### src/hdl/pcs_consts.svh
// Overview of operation
// - control bit 7 set: col output follows tx_en with minimal delay; clear: normal.
// - control bit 6 is the forced speed code msb, paired with the lsb from the forced_speed_low_bit input.
// - control bits 5:0 are reserved, read-only, written zero, ignored on read.
// - status register is read-only; writes to it change nothing at all.
// - status bits 15:9 report support of the seven listed 100/10 modes.
// - status bit 8 says extended gigabit status exists in register 15.
// - status bit 6 says frames without preamble are accepted.
// - status bit 5 reads 0 while autoneg runs, 1 once it completed.
// - status bit 4 latches high when a remote fault is detected.
// - status bit 3 says the device can auto-negotiate.
// - two latching status kinds exist: latch-high and latch-low.
// - status bit 2 is the latch-low link indicator, 1 when link up.
// - status bit 1 latches high when jabber is detected.
`ifndef PCS_CONSTS_SVH
`define PCS_CONSTS_SVH

// register addresses on the management frame
`define PCS_ADDR_CTRL     5'h00
`define PCS_ADDR_STAT     5'h01

// management frame fields
`define PCS_OP_WRITE      2'h1
`define PCS_OP_READ       2'h2
`define PCS_HDR_LAST      4'hb
`define PCS_DATA_LAST     4'hf

// control register fields and reset value
`define PCS_CTRL_RST         16'h1040
`define PCS_CTRL_COL_BIT     7
`define PCS_CTRL_SPD_HI_BIT  6
`define PCS_CTRL_SPD_LO_BIT  13

// status register fields and reset value
`define PCS_STAT_RST         16'h7949
`define PCS_STAT_AN_DONE_BIT 5
`define PCS_STAT_FAULT_BIT   4
`define PCS_STAT_LINK_BIT    2
`define PCS_STAT_JAB_BIT     1
`define PCS_STAT_DYN_MASK 16'h0036

`endif

### src/hdl/pcs_pkg.sv
package pcs_pkg;

   // management frame engine, gray along idle-start-header-turn-data
   typedef enum logic [2:0] {
      PCS_IDLE  = 3'h0,
      PCS_START = 3'h1,
      PCS_HDR   = 3'h3,
      PCS_TURN  = 3'h2,
      PCS_DATA  = 3'h6
   } pcs_state_t;

   // writable low byte of the basic control register
   typedef struct packed {
      logic col_test;
      logic forced_speed_high_bit;
   } pcs_ctrl_t;

   // decoded frame header
   typedef struct packed {
      logic [1:0] op;
      logic [4:0] phy;
      logic [4:0] regad;
   } pcs_hdr_t;

endpackage

### src/hdl/pcs_latch.sv
`timescale 1ns/1ps
// one latching status bit; event level is 1 for latch-high, 0 for latch-low
module pcs_latch #(
   parameter logic LATCH_HIGH = 1'b1
) (
   input  wire logic mclk,
   input  wire logic nrst,
   input  wire logic live,
   input  wire logic rd_clr,
   output wire logic value
);
   logic seen_reg;
   logic seen_next;
   wire  event_now = (live == LATCH_HIGH);

   // set wins over the read clear, so an event during a read is not lost
   assign seen_next = event_now ? 1'b1 : (rd_clr ? 1'b0 : seen_reg);

   always_ff @(posedge mclk or negedge nrst) begin
      if (!nrst) begin
         seen_reg <= 1'b0;
      end else begin
         seen_reg <= seen_next;
      end
   end

   // held event value until read, live value afterwards
   assign value = seen_reg ? LATCH_HIGH : live;

   held_event_a: assert property (@(posedge mclk) disable iff (!nrst)
      (event_now && !rd_clr) |=> (value == LATCH_HIGH))
      else $error("latched status bit lost its event");
endmodule // pcs_latch

### src/hdl/pcs_regs.sv
`timescale 1ns/1ps
`include "pcs_consts.svh"
// basic control low byte and basic status, reached over the management pins
module pcs_regs (
   input  wire logic       mclk,
   input  wire logic       nrst,
   input  wire logic       mdc,
   input  wire logic       mdio_in,
   output logic            mdio_out,
   output logic            mdio_oe,
   input  wire logic [4:0] phy_addr,
   input  wire logic       tx_en,
   input  wire logic       col_in,
   output logic            col_out,
   input  wire logic       forced_speed_low_bit,
   output logic [1:0]      forced_speed,
   input  wire logic       autoneg_done,
   input  wire logic       remote_fault,
   input  wire logic       link_up,
   input  wire logic       jabber
);
   pcs_pkg::pcs_state_t state_reg;
   pcs_pkg::pcs_state_t state_next;
   pcs_pkg::pcs_ctrl_t  ctrl_reg;
   pcs_pkg::pcs_ctrl_t  ctrl_next;
   pcs_pkg::pcs_hdr_t   hdr_next;
   logic [11:0]         hdr_reg;
   logic [11:0]         hdr_shift;
   logic [3:0]          cnt_reg;
   logic [3:0]          cnt_next;
   logic [15:0]         sh_reg;
   logic [15:0]         sh_next;
   logic                is_rd_reg;
   logic                is_rd_next;
   logic                is_wr_reg;
   logic                is_wr_next;
   logic                mdc_prev_reg;
   logic                out_next;
   logic                oe_next;
   logic                stat_rd;
   logic                fault_val;
   logic                link_val;
   logic                jab_val;

   // reset image of the control word; the stored bits are picked from it
   localparam logic [15:0] CTRL_RST_WORD = `PCS_CTRL_RST;

   // edge of the management clock, sampled on mclk
   wire mdc_rise = mdc & ~mdc_prev_reg;

   // header decode as it completes on the last header bit
   assign hdr_shift = {hdr_reg[10:0], mdio_in};
   assign hdr_next  = pcs_pkg::pcs_hdr_t'(hdr_shift);
   wire hdr_done  = mdc_rise && (state_reg == pcs_pkg::PCS_HDR) && (cnt_reg == `PCS_HDR_LAST);
   wire addr_hit  = (hdr_next.phy == phy_addr);
   wire load_rd   = hdr_done && addr_hit && (hdr_next.op == `PCS_OP_READ);
   wire load_wr   = hdr_done && addr_hit && (hdr_next.op == `PCS_OP_WRITE);
   wire sel_ctrl  = (hdr_next.regad == `PCS_ADDR_CTRL);
   wire sel_stat  = (hdr_next.regad == `PCS_ADDR_STAT);

   // write completes on the last data bit
   wire [15:0] wr_word = {sh_reg[14:0], mdio_in};
   wire data_end  = mdc_rise && (state_reg == pcs_pkg::PCS_DATA) && (cnt_reg == `PCS_DATA_LAST);
   wire wr_commit = data_end && is_wr_reg;
   wire wr_ctrl   = wr_commit && (hdr_reg[4:0] == `PCS_ADDR_CTRL);

   // reading status clears the latches, at the moment it is snapshotted
   assign stat_rd = load_rd && sel_stat;

   // latch-high remote fault and jabber, latch-low link
   pcs_latch #(.LATCH_HIGH(1'b1)) u_fault_latch (
      .mclk   (mclk),
      .nrst   (nrst),
      .live   (remote_fault),
      .rd_clr (stat_rd),
      .value  (fault_val)
   );
   pcs_latch #(.LATCH_HIGH(1'b0)) u_link_latch (
      .mclk   (mclk),
      .nrst   (nrst),
      .live   (link_up),
      .rd_clr (stat_rd),
      .value  (link_val)
   );
   pcs_latch #(.LATCH_HIGH(1'b1)) u_jab_latch (
      .mclk   (mclk),
      .nrst   (nrst),
      .live   (jabber),
      .rd_clr (stat_rd),
      .value  (jab_val)
   );

   // status word: fixed abilities from the reset image, autoneg bit live, fault, link and jabber from the latches
   function automatic logic [15:0] stat_word(input logic an, input logic fault,
                                              input logic link, input logic jab);
      logic [15:0] w;
      w = `PCS_STAT_RST & ~`PCS_STAT_DYN_MASK;
      w[`PCS_STAT_AN_DONE_BIT] = an;
      w[`PCS_STAT_FAULT_BIT]   = fault;
      w[`PCS_STAT_LINK_BIT]    = link;
      w[`PCS_STAT_JAB_BIT]     = jab;
      return w;
   endfunction

   // control word: reserved low bits always read zero
   function automatic logic [15:0] ctrl_word(input pcs_pkg::pcs_ctrl_t c, input logic spd_lo);
      logic [15:0] w;
      w = 16'h0000;
      w[`PCS_CTRL_COL_BIT]    = c.col_test;
      w[`PCS_CTRL_SPD_HI_BIT] = c.forced_speed_high_bit;
      w[`PCS_CTRL_SPD_LO_BIT] = spd_lo;
      return w;
   endfunction

   wire [15:0] rd_word = sel_ctrl ? ctrl_word(ctrl_reg, forced_speed_low_bit) :
                         sel_stat ? stat_word(autoneg_done, fault_val, link_val, jab_val) :
                         16'h0000;

   // only the control register takes writes; status writes fall through
   always_comb begin
      ctrl_next = ctrl_reg;
      if (wr_ctrl) begin
         ctrl_next.col_test              = wr_word[`PCS_CTRL_COL_BIT];
         ctrl_next.forced_speed_high_bit = wr_word[`PCS_CTRL_SPD_HI_BIT];
      end
   end

   // frame engine; preamble is optional since suppression is advertised
   always_comb begin
      state_next = state_reg;
      cnt_next   = cnt_reg;
      sh_next    = sh_reg;
      is_rd_next = is_rd_reg;
      is_wr_next = is_wr_reg;
      out_next   = mdio_out;
      oe_next    = mdio_oe;
      if (mdc_rise) begin
         case (state_reg)
            pcs_pkg::PCS_IDLE: begin
               if (!mdio_in) begin
                  state_next = pcs_pkg::PCS_START;
               end
            end
            pcs_pkg::PCS_START: begin
               state_next = mdio_in ? pcs_pkg::PCS_HDR : pcs_pkg::PCS_IDLE;
               cnt_next   = 4'h0;
            end
            pcs_pkg::PCS_HDR: begin
               cnt_next = cnt_reg + 4'h1;
               if (cnt_reg == `PCS_HDR_LAST) begin
                  state_next = pcs_pkg::PCS_TURN;
                  cnt_next   = 4'h0;
                  is_rd_next = load_rd;
                  is_wr_next = load_wr;
                  sh_next    = rd_word;
               end
            end
            pcs_pkg::PCS_TURN: begin
               cnt_next = cnt_reg + 4'h1;
               if (cnt_reg == 4'h0) begin
                  oe_next  = is_rd_reg; // second turnaround bit driven low
                  out_next = 1'b0;
               end else begin
                  state_next = pcs_pkg::PCS_DATA;
                  cnt_next   = 4'h0;
                  out_next   = is_rd_reg & sh_reg[15];
                  sh_next    = {sh_reg[14:0], 1'b0};
               end
            end
            pcs_pkg::PCS_DATA: begin
               cnt_next = cnt_reg + 4'h1;
               out_next = is_rd_reg & sh_reg[15];
               sh_next  = {sh_reg[14:0], mdio_in};
               if (cnt_reg == `PCS_DATA_LAST) begin
                  state_next = pcs_pkg::PCS_IDLE;
                  cnt_next   = 4'h0;
                  oe_next    = 1'b0;
                  out_next   = 1'b0;
                  is_rd_next = 1'b0;
                  is_wr_next = 1'b0;
               end
            end
            default: begin
               state_next = pcs_pkg::PCS_IDLE;
               oe_next    = 1'b0;
               out_next   = 1'b0;
            end
         endcase
      end
   end

   // frame engine state and pin drivers
   always_ff @(posedge mclk or negedge nrst) begin
      if (!nrst) begin
         state_reg    <= pcs_pkg::PCS_IDLE;
         cnt_reg      <= 4'h0;
         sh_reg       <= 16'h0000;
         hdr_reg      <= 12'h000;
         is_rd_reg    <= 1'b0;
         is_wr_reg    <= 1'b0;
         mdc_prev_reg <= 1'b0;
         mdio_out     <= 1'b0;
         mdio_oe      <= 1'b0;
      end else begin
         state_reg    <= state_next;
         cnt_reg      <= cnt_next;
         sh_reg       <= sh_next;
         hdr_reg      <= (mdc_rise && state_reg == pcs_pkg::PCS_HDR) ? hdr_shift : hdr_reg;
         is_rd_reg    <= is_rd_next;
         is_wr_reg    <= is_wr_next;
         mdc_prev_reg <= mdc;
         mdio_out     <= out_next;
         mdio_oe      <= oe_next;
      end
   end

   // control bits and the outputs they steer; one mclk of collision latency
   always_ff @(posedge mclk or negedge nrst) begin
      if (!nrst) begin
         ctrl_reg     <= pcs_pkg::pcs_ctrl_t'({CTRL_RST_WORD[`PCS_CTRL_COL_BIT],
                                               CTRL_RST_WORD[`PCS_CTRL_SPD_HI_BIT]});
         col_out      <= 1'b0;
         forced_speed <= 2'h0;
      end else begin
         ctrl_reg     <= ctrl_next;
         col_out      <= ctrl_reg.col_test ? tx_en : col_in;
         forced_speed <= {ctrl_reg.forced_speed_high_bit, forced_speed_low_bit};
      end
   end

   // checks on the logic above
   col_loop_a: assert property (@(posedge mclk) disable iff (!nrst)
      ctrl_reg.col_test |=> (col_out == $past(tx_en)))
      else $error("collision test does not follow tx_en");

   col_normal_a: assert property (@(posedge mclk) disable iff (!nrst)
      !ctrl_reg.col_test |=> (col_out == $past(col_in)))
      else $error("normal collision path broken");

   speed_pair_a: assert property (@(posedge mclk) disable iff (!nrst)
      wr_ctrl ##1 1'b1 |=> (forced_speed[1] == $past(wr_word[`PCS_CTRL_SPD_HI_BIT], 2)))
      else $error("forced speed msb not taken from control write");

   ctrl_resv_a: assert property (@(posedge mclk) disable iff (!nrst)
      (load_rd && sel_ctrl) |=> (sh_reg[5:0] == 6'h00))
      else $error("reserved control bits read nonzero");

   stat_write_a: assert property (@(posedge mclk) disable iff (!nrst)
      (wr_commit && hdr_reg[4:0] == `PCS_ADDR_STAT) |=> $stable(ctrl_reg))
      else $error("status write changed device state");

   stat_caps_a: assert property (@(posedge mclk) disable iff (!nrst)
      stat_rd |=> ((sh_reg & ~`PCS_STAT_DYN_MASK) == `PCS_STAT_RST))
      else $error("status ability bits wrong");

   an_done_a: assert property (@(posedge mclk) disable iff (!nrst)
      stat_rd |=> (sh_reg[`PCS_STAT_AN_DONE_BIT] == $past(autoneg_done)))
      else $error("autoneg complete bit wrong");

   fault_hold_a: assert property (@(posedge mclk) disable iff (!nrst)
      (remote_fault && !stat_rd) ##1 (!stat_rd && !remote_fault) |-> fault_val)
      else $error("remote fault not held until read");

   link_low_a: assert property (@(posedge mclk) disable iff (!nrst)
      (!link_up && !stat_rd) ##1 (!stat_rd) |-> !link_val)
      else $error("link drop not held until read");

   jab_hold_a: assert property (@(posedge mclk) disable iff (!nrst)
      (jabber && !stat_rd) |=> (stat_rd or jab_val))
      else $error("jabber not held until read");

   read_turn_a: assert property (@(posedge mclk) disable iff (!nrst)
      load_rd |=> !mdio_oe)
      else $error("device drove the first turnaround bit");

   // after a read with no new event the latches give the live level again
   fault_follow_a: assert property (@(posedge mclk) disable iff (!nrst)
      (stat_rd && !remote_fault) |=> (fault_val == remote_fault))
      else $error("remote fault stuck after read");

   link_follow_a: assert property (@(posedge mclk) disable iff (!nrst)
      (stat_rd && link_up) |=> (link_val == link_up))
      else $error("link status stuck after read");

   jab_follow_a: assert property (@(posedge mclk) disable iff (!nrst)
      (stat_rd && !jabber) |=> (jab_val == jabber))
      else $error("jabber stuck after read");

   // only a finished control write may move the stored control bits
   ctrl_only_a: assert property (@(posedge mclk) disable iff (!nrst)
      !wr_ctrl |=> $stable(ctrl_reg))
      else $error("control bits moved without a control write");

   // the speed lsb passes with the same one mclk latency as the msb
   speed_low_a: assert property (@(posedge mclk) disable iff (!nrst)
      1'b1 |=> (forced_speed[0] == $past(forced_speed_low_bit)))
      else $error("forced speed lsb not taken from its input");

   rd_frame_c:  cover property (@(posedge mclk) disable iff (!nrst) stat_rd);
   wr_frame_c:  cover property (@(posedge mclk) disable iff (!nrst) wr_ctrl);
   col_test_c:  cover property (@(posedge mclk) disable iff (!nrst) ctrl_reg.col_test && tx_en);
   fault_latch_c: cover property (@(posedge mclk) disable iff (!nrst)
      stat_rd && fault_val && !remote_fault);
   stat_wr_c:   cover property (@(posedge mclk) disable iff (!nrst)
      wr_commit && (hdr_reg[4:0] == `PCS_ADDR_STAT));
endmodule // pcs_regs

### config.mk
export PLATFORM = sky130hd
export DESIGN_NAME = pcs_regs
export DESIGN_NICKNAME = d
export VERILOG_FILES = /design/src/hdl/pcs_pkg.sv /design/src/hdl/pcs_latch.sv /design/src/hdl/pcs_regs.sv
export VERILOG_INCLUDE_DIRS = /design/src /design/src/hdl
export SDC_FILE = /design/constraint.sdc
export NUM_CORES = 1
export LEC_CHECK = 0
export BUFFER_PORTS_ARGS = -buffer_cell sky130_fd_sc_hd__buf_4
export CAP_MARGIN = 10
export CORE_UTILIZATION = 35
export CTS_CLUSTER_DIAMETER = 50
export DETAILED_ROUTE_END_ITERATION = 16
export GPL_TIMING_DRIVEN = 0
export PLACE_DENSITY_LB_ADDON = 0.12
export SLEW_MARGIN = 20
export SYNTH_ARGS = -nofsm -noshare
export SYNTH_HDL_FRONTEND = slang
export SYNTH_HIERARCHICAL = 1
export SYNTH_SLANG_ARGS = --single-unit
### constraint.sdc
create_clock -name mclk -period 2.3 [get_ports mclk]
set_clock_uncertainty 0.05 [all_clocks]
set_input_delay 0.23 -clock mclk [delete_from_list [all_inputs] [get_ports mclk]]
set_output_delay 0.23 -clock mclk [all_outputs]
set_load 0.02 [all_outputs]
# [After elaboration in Yosys (flattened, before gate mapping)]
# Cells that the tools add are included.
[totals] regBits=47 out_inout_bits=5 latchBits=0 rom_bits=0 ram_bits=0 inputBits=16 word_cells=96 mem_count=0
[op_classes] addsub=1 reduce_logical=26 div=0 n_lt_le_gt_ge=0 n_bitwise=4 n_mux=33 shift=0 eq_ne=16 n_mul=0
[ops] cell="$pmux W16 S3" n=1
[ops] cell="$mux W16" n=2
[ops] cell="$mux W15" n=2
[ops] cell="$pmux W4 S4" n=1
[ops] cell="$pmux W3 S5" n=1
[ops] cell="$mux W1" n=14
[ops] cell="$mux W3" n=4
[ops] cell="$mux W4" n=3
[ops] cell="$reduce_and A4 Y1" n=3
[ops] cell="$logic_and A1 B1 Y1" n=10
[ops] cell="$logic_not A5 Y1" n=2
[ops] cell="$eq A4 B4 Y1 const B" n=2
[ops] cell="$eq A3 B2 Y1 const B" n=2
[ops] cell="$ne A2 B1 Y1 const B" n=3
[ops] cell="$ne A2 B2 Y1 const B" n=3
[ops] cell="$pmux W1 S3" n=2
[ops] cell="$reduce_bool A2 Y1" n=3
[ops] cell="$eq A5 B1 Y1 const B" n=1
[ops] cell="$eq A5 B5 Y1" n=1
[ops] cell="$reduce_and A5 Y1" n=1
[ops] cell="$add A4 B1 Y4 const B" n=1
[ops] cell="$logic_not A4 Y1" n=1
[ops] cell="$pmux W1 S2" n=2
[ops] cell="$reduce_and A2 Y1" n=2
[ops] cell="11 further kinds" n=13

# [Longest topological paths before layout]
# Gate-level depths: netlist of run 1.
[depth] ltp_word=9 ltp_mapped=8 ltp_nobuf=7

# [Cells and area by module]
# The synthesis of run 1 kept the hierarchy.
[by_module_without_submodules] mod="pcs_regs" cells_per_inst=200 n_inst=1 seq_area_each_um2=1102.3 area_per_inst_um2=2272.2
[by_module_without_submodules] mod="pcs_latch at u_fault_latch ..." cells_per_inst=4 n_inst=2 seq_area_each_um2=25.0 area_per_inst_um2=42.5
[by_module_without_submodules] mod="pcs_latch at u_link_latch" cells_per_inst=4 n_inst=1 seq_area_each_um2=25.0 area_per_inst_um2=43.8

# [Least setup slack after synthesis of run 1]
# No wires, ideal clock.
[synth_path] path_kind="flip-flop to flip-flop" start="reg cnt_reg[0]" end="reg sh_reg[10]" setup_time_ns=0.125 required_time_ns=2.125 path_slack_ns=0.349 stages_incl_launch_ff=8 synth_period_minus_slack_ns=1.951 arrival_time_ns=1.776 path_buffers=1 path_cell_list="dfrtp_1 > inv_1 > ha_1 > or2b_4 > a21oi_2 > a221oi_4 > buf_8 > mux2_4"
[synth_via] elab_chain_cells=3 word_cells_on_any_way=5 cone_classes="eq/ne (3); reduce/logical (2)"
[synth_rtl] item="from (decl)" line_no="pcs_regs.sv:29" text="logic [3:0] cnt_reg;"
[synth_rtl] item="from (signal assigned)" line_no="pcs_regs.sv:206" text="cnt_reg <= cnt_next;"
[synth_rtl] item="$eq A4 B4 Y1 (no source line) or $logic_not A4 Y1 (tied branches)"
[synth_rtl] item="$ne A2 B1 Y1 (no source line) or $ne A2 B2 Y1 (tied branches)"
[synth_rtl] item="$reduce_and A4 Y1 (no source line) *"
[synth_rtl] item="to (signal assigned)" line_no="pcs_regs.sv:207" text="sh_reg <= sh_next;"
[synth_rtl] item="to (decl)" line_no="pcs_regs.sv:31" text="logic [15:0] sh_reg;"
# Mark *: on every way between the ends. The rest lies on a longest branch, timed or not.
# A chain may end at the register's enable or synchronous reset.

# [Final worst setup path of run 1]
[layout_path] start="reg cnt_reg[0]" end="reg sh_reg[7]"
# Same word-level chain as after synthesis.

==> metrics, run 1 <==
status complete, no violations; H-Tree Depth 2; post-layout min period 2.19 ns; worst hold endpoint u_link_latch/seen_reg$_DFFE_PN0P_; worst r2r src cnt_reg[0]$_DFFE_PN0P_; Cells after DPL 308; final worst setup slack 0.108 ns; largest cells by area after synthesis dfrtp_1 (48%), mux2_2 (9.4%), mux2i_1 (2.9%); # IOs 21; largest net degree at the start of global routing between 40 and 50; fmax 0.456 GHz; top cell type's share of synthesized area 47.9%; clock tree buffer depth 2; share of layout cells above drive strength 1 between 30% and 40%; GRT Total Usage about 14%; synthesized area per cell approximately 11 µm²; leakage power about 0.0012 µW; Slowest-stage cell, CP a221oi_4; via count 1,653; Remaining DRCs 0; Ant. Diodes 0; Vias/cell 5.12; asr flop ratio synth 100%; Post-Syn Instances 212; maximum net fanout on the critical path 10; cell taking the most area after synthesis dfrtp_1; clock-pin transition on the worst setup and hold timing paths 0.09 ns; Slew Limit Fails 0; DRT Pass-1 Iters 6; clk sinks 47; reg2reg path depth 7; VDD IR-drop max 0.000395 V; setup violators final 0; top-count cell post-synth dfrtp_1; Die Wd 84.8 µm; top cells by count, synth dfrtp_1 (46), mux2_2 (20), nand2_1 (15); RSZ-0062 raised after global routing no; grt total ovfl 0; power per cell area 770 mW/mm²; Cell variety after synth 54; routed len/inst 14.5 µm; pre-CTS WS 0.0566 ns; Post-Route WL about 4700 µm; Fin Setup TNS 0 ns; CTS tree built; first-pass GRT wire length 7970 µm; sequential element share of the synthesized area 49.0%; launch point of the worst path cnt_reg[0]$_DFFE_PN0P_; CP endpoint kind register; core area ~0.0065 mm²; Post-synth EDFFs 0; DR iter-0 viols 66; area grow syn2layout 16.4%; WP data arrival about 2.3 ns; CP top delay family compound AO/OA/AOI/OAI gates; die footprint between 0.007 and 0.008 mm²; Post-synth top flop dfrtp_1; Yosys Warn Count 6; hold path cells 2; nets 263; GPL Wtd Cong 0.728; number of max-cap violations 0; Slew HR 57.4%; #FFs+latches synth 47; final core area utilization 43.0%; worst min-delay path category in2reg; Root Driver clkbuf_8; Mapped Area 0.00240 mm²; clock buffer count from CTS 5; min-delay src link_up; CP Class reg2reg; die height between 80 and 90 µm; Worst Tran Pin Value 0.634 ns; worst-path cell chain inv_1 > ha_1 > or2b_4 > a21oi_2 > a221oi_4 > buf_8 > mux2_4; post-route ant nets 0; initial antenna violation count 0; critical path's largest stage delay 0.51 ns; Worst path depth 7; vias in the first global route 1,641; Initial Utilization 37.0%; Port Buffers 19; CP startpoint kind register; worst endpoint required time about 2.4 ns; r2r setup slk 0.11 ns; Rows 29; flip-flop count of the largest register after layout 16; DPL Wire Length 3140 µm; Filler cells 624; Mapped Nets 230; Final Cycle Share about 95%; FF-to-FF End sh_reg[7]$_DFFE_PN0P_; Fin. Hold Viols 0; Skew-Pair Late Insertion Delay 0.30 ns; fin cells 323; Buf+Inv Stages, Crit Path 2; hold slack 0.0298 ns
## final cells by class
class / count / area, µm² / area share (%)
sequential: 47 / 1180 / 42.1
multi-input combinational: 140 / 1110 / 39.6
timing repair buffer: 26 / 203 / 7.25
tap: 77 / 96.3 / 3.45
clock buffer: 6 / 72.6 / 2.60
buffer: 11 / 72.6 / 2.60
inverter: 14 / 52.6 / 1.88
clock inverter: 2 / 13.8 / 0.492
## timing repair
item | in CTS | in global routing
endpoints found under the hold margin | 47 | 1
gates resized for setup | 0 | 2
hold buffers | 2 | 1
buffers inserted | 0 | 4
setup endpoints to repair | 0 | 2
## power breakdown
part | leakage (µW) | internal (µW) | total [µW] | switching (µW)
sequential | 0.000559 | 1010 | 1150 | 141
clock | 0.0000452 | 215 | 504 | 288
combinational | 0.000621 | 279 | 501 | 222
## metrics by stage
stage	cell area, µm²	total power (µW)
finish	2800	2150
global route	2800	2310
CTS	2750	2170
detailed placement	2640	1660
global placement	2640	1650
floorplan	2400	1520
## cells by family (layout without fill, tap and decap cells)
logic type                 after synthesis  after routing  share of synthesized area, %
and+or+nand+nor                         61             61                          15.1
muxes                                   30             30                          14.2
buffers and inverters                   25             59                          5.21
DFF                                     47             47                          49.0
AOI/OAI and AO/OA                       41             41                          13.2
adders and majority gates                2              2                          1.04
xor gates and xnor gates                 6              6                          2.19
## per-layer routing
layer  track usage [%]  vias up  routed length (µm)
met1              19.6      809                2410
met3              2.63        5                  89
met4              5.55        0                  80
met2              22.2       19                2100
li1                  -      820                   -
met5                 0        -                   0
## worst max path at each step
stage,endpoint,slack (ns)
3_3_place_gp,u_fault_latch/seen_reg$_DFFE_PN0P_,0.03
5_1_grt,sh_reg[7]$_DFFE_PN0P_,0.001
6_report,sh_reg[7]$_DFFE_PN0P_,0.11
2_1_floorplan,sh_reg[10]$_DFFE_PN0P_,0.35
4_1_cts,u_fault_latch/seen_reg$_DFFE_PN0P_,0.03
3_5_place_dp,u_fault_latch/seen_reg$_DFFE_PN0P_,0.06
## worst register-to-register path: cells and delay by family (launching register included)
kind,cells,cell delay (ns)
AO/OA/AOI/OAI,2,0.59
adder cells (fa/ha/maj),1,0.21
buffers and inverters,2,0.31
flip-flops,1,0.40
multiplexers,1,0.31
AND/OR/NAND/NOR,1,0.22
## placed cells by master (no fill, tap or decap), types with 6 or more instances in the layout
| master | synthesis | layout |
|---|---|---|
| o21ai_0 | 8 | 8 |
| buf_4 | 2 | 25 |
| a21oi_1 | 6 | 6 |
| nand2_1 | 15 | 15 |
| dfrtp_1 | 46 | 46 |
| mux2i_1 | 7 | 7 |
| inv_1 | 13 | 13 |
| mux2_2 | 20 | 20 |
| nor2b_1 | 7 | 7 |
(Power assumes the default switching activity.)
==> run 2, diff against run 1 <==
- CORE_UTILIZATION: 35 -> 34
- GPL_TIMING_DRIVEN: 0 -> not set
==> run 2 against run 1 <==
Effect of this change: sequential share of layout area about the same; sequential power about the same; clock-buffer cell count did not move; via count decreased by 1.7%; global-route usage increased by 0.23 points; core utilization decreased by 1.9 points.
==> metrics, run 2 (same netlist as run 1, synthesis figures left out) <==
clk sinks 47; clock network fraction of total power 25.3%; nets 258; WP data arrival 2.16 ns; Final Cycle Share approximately 87%; vias in the first global route approximately 1.6k; Worst Tran Pin Value 0.609 ns; worst min-delay path category in2reg; CP startpoint kind register; maximum net fanout on the critical path 13; post-route ant nets 0; Fin. Hold Viols 0; clock buffer count from CTS 5; Worst path depth 7; launch point of the worst path cnt_reg[0]$_DFFE_PN0P_; # IOs 21; Net Sw Frac 30.5%; Rows 30; fmax 0.498 GHz; CTS tree built; Buf+Inv Stages, Crit Path 2; Port Buffers 20; Remaining DRCs 0; Storage cell area about 0.0012 mm²; power per cell area 781 mW/mm²; area grow syn2layout 16.3%; Root Driver clkbuf_8; fin cells roughly 340; share of layout cells above drive strength 1 a little under a third; GPL Wtd Cong 0.736; worst-path cell chain inv_1 > ha_1 > or2b_4 > a21oi_2 > a221oi_4 > buf_4 > mux2_2; routed len/inst 14.2 µm; number of max-cap violations 0; Comb power frac 21.3%; NetSw 665 µW; commonest non-fill, non-tap cell in the layout dfrtp_1; Die Wd about 86 µm; Ant. Diodes 0; die footprint 0.00740 mm²; area of the multi-input gates 0.00110 mm²; Slew HR between 50% and 60%; Slowest-stage cell, CP dfrtp_1; Initial Utilization between 30 and 40%; hold slack 0.0233 ns; core area around 0.0068 mm²; Filler cells between 600 and 700; CP Class reg2reg; DPL Wire Length 3270 µm; postcts setup bufs 0; RSZ-0062 raised after global routing no; H-Tree Depth 2; CP top delay family flip-flops; worst r2r src cnt_reg[0]$_DFFE_PN0P_; setup violators final 0; most frequent cells in the layout dfrtp_1 (46), buf_4 (29), mux2_2 (20); Skew-Pair Late Insertion Delay 0.31 ns; post-layout min period roughly 2.0 ns; leakage power 0.00122 µW; Post-Route WL 4790 µm; critical path's largest stage delay 0.40 ns; GRT Total Usage ~14%; grt total ovfl 0; worst endpoint required time 2.45 ns; Fin Setup TNS 0 ns; sequential cell fraction of total power 53.4%; FF-to-FF End sh_reg[0]$_DFFE_PN0P_; Slew Limit Fails 0; cts hold-fix bufs 3; die height 86.0 µm; Cells after DPL ~330; post-CTS sizing 0; status complete, no violations; r2r setup slk a little under 0.3 ns; DRT Pass-1 Iters 5; largest net degree at the start of global routing 48; crit path capture sh_reg[0]$_DFFE_PN0P_; CP endpoint kind register; Int Pwr 1520 µW; first-pass GRT wire length 8210 µm; clock-pin transition on the worst setup and hold timing paths 0.09 ns; DR iter-0 viols 73; flip-flop count of the largest register after layout 16; via count ~1.6k; reg2reg path depth 7; clock tree buffer depth 2; final core area utilization between 40% and 50%; initial antenna violation count 0; Vias/cell 4.82; VDD IR-drop max 0.000342 V
==> run 2: worst min-delay path by stage <==
| stage | start | to | cells past startpoint | slack (ns) |
|---|---|---|---|---|
| after floorplan | nrst | cnt_reg[0]$_DFFE_PN0P_ | 0 | -0.12 |
| after global placement | nrst | sh_reg[10]$_DFFE_PN0P_ | 1 | 0.24 |
| after detailed placement | nrst | sh_reg[11]$_DFFE_PN0P_ | 1 | 0.24 |
| after CTS | link_up | u_link_latch/seen_reg$_DFFE_PN0P_ | 2 | 0.02 |
| after global routing | link_up | u_link_latch/seen_reg$_DFFE_PN0P_ | 2 | 0.03 |
| final | link_up | u_link_latch/seen_reg$_DFFE_PN0P_ | 2 | 0.02 |
==> run 2: power groups by stage <==
stage,sequential [µW],combinational [µW],clock [µW]
final,1170,465,551
after global routing,1200,530,590
after global placement,1180,465,0
after CTS,1170,473,569
after floorplan,1130,391,0
after detailed placement,1180,468,0
==> run 2: layout make-up <==
cell class / instances / area share [%]
inverter: 14 / 1.88
multi-input combinational: 140 / 39.3
clock inverter: 2 / 0.493
clock buffer: 6 / 2.96
sequential: 47 / 42.2
timing repair buffer: 32 / 8.87
tap: 96 / 4.30
==> run 2: metrics by stage <==
stage	total power (µW)	instance area (µm²)	setup WS [ns]
6_report	2180	2790	0.293
3_5_place_dp	1650	2670	0.296
5_1_grt	2320	2790	0.160
3_3_place_gp	1650	2670	0.324
2_1_floorplan	1520	2400	0.349
4_1_cts	2210	2790	0.285
==> run 2: metal layers <==
metal	wire length [µm]	part of all wire (%)	vias up	GRT usage [%]
met5	0	0	-	0
met4	68	1.4	0	5.00
met3	163	3.4	6	3.18
met2	2040	43	32	21.5
met1	2520	53	779	20.5
li1	-	-	808	-
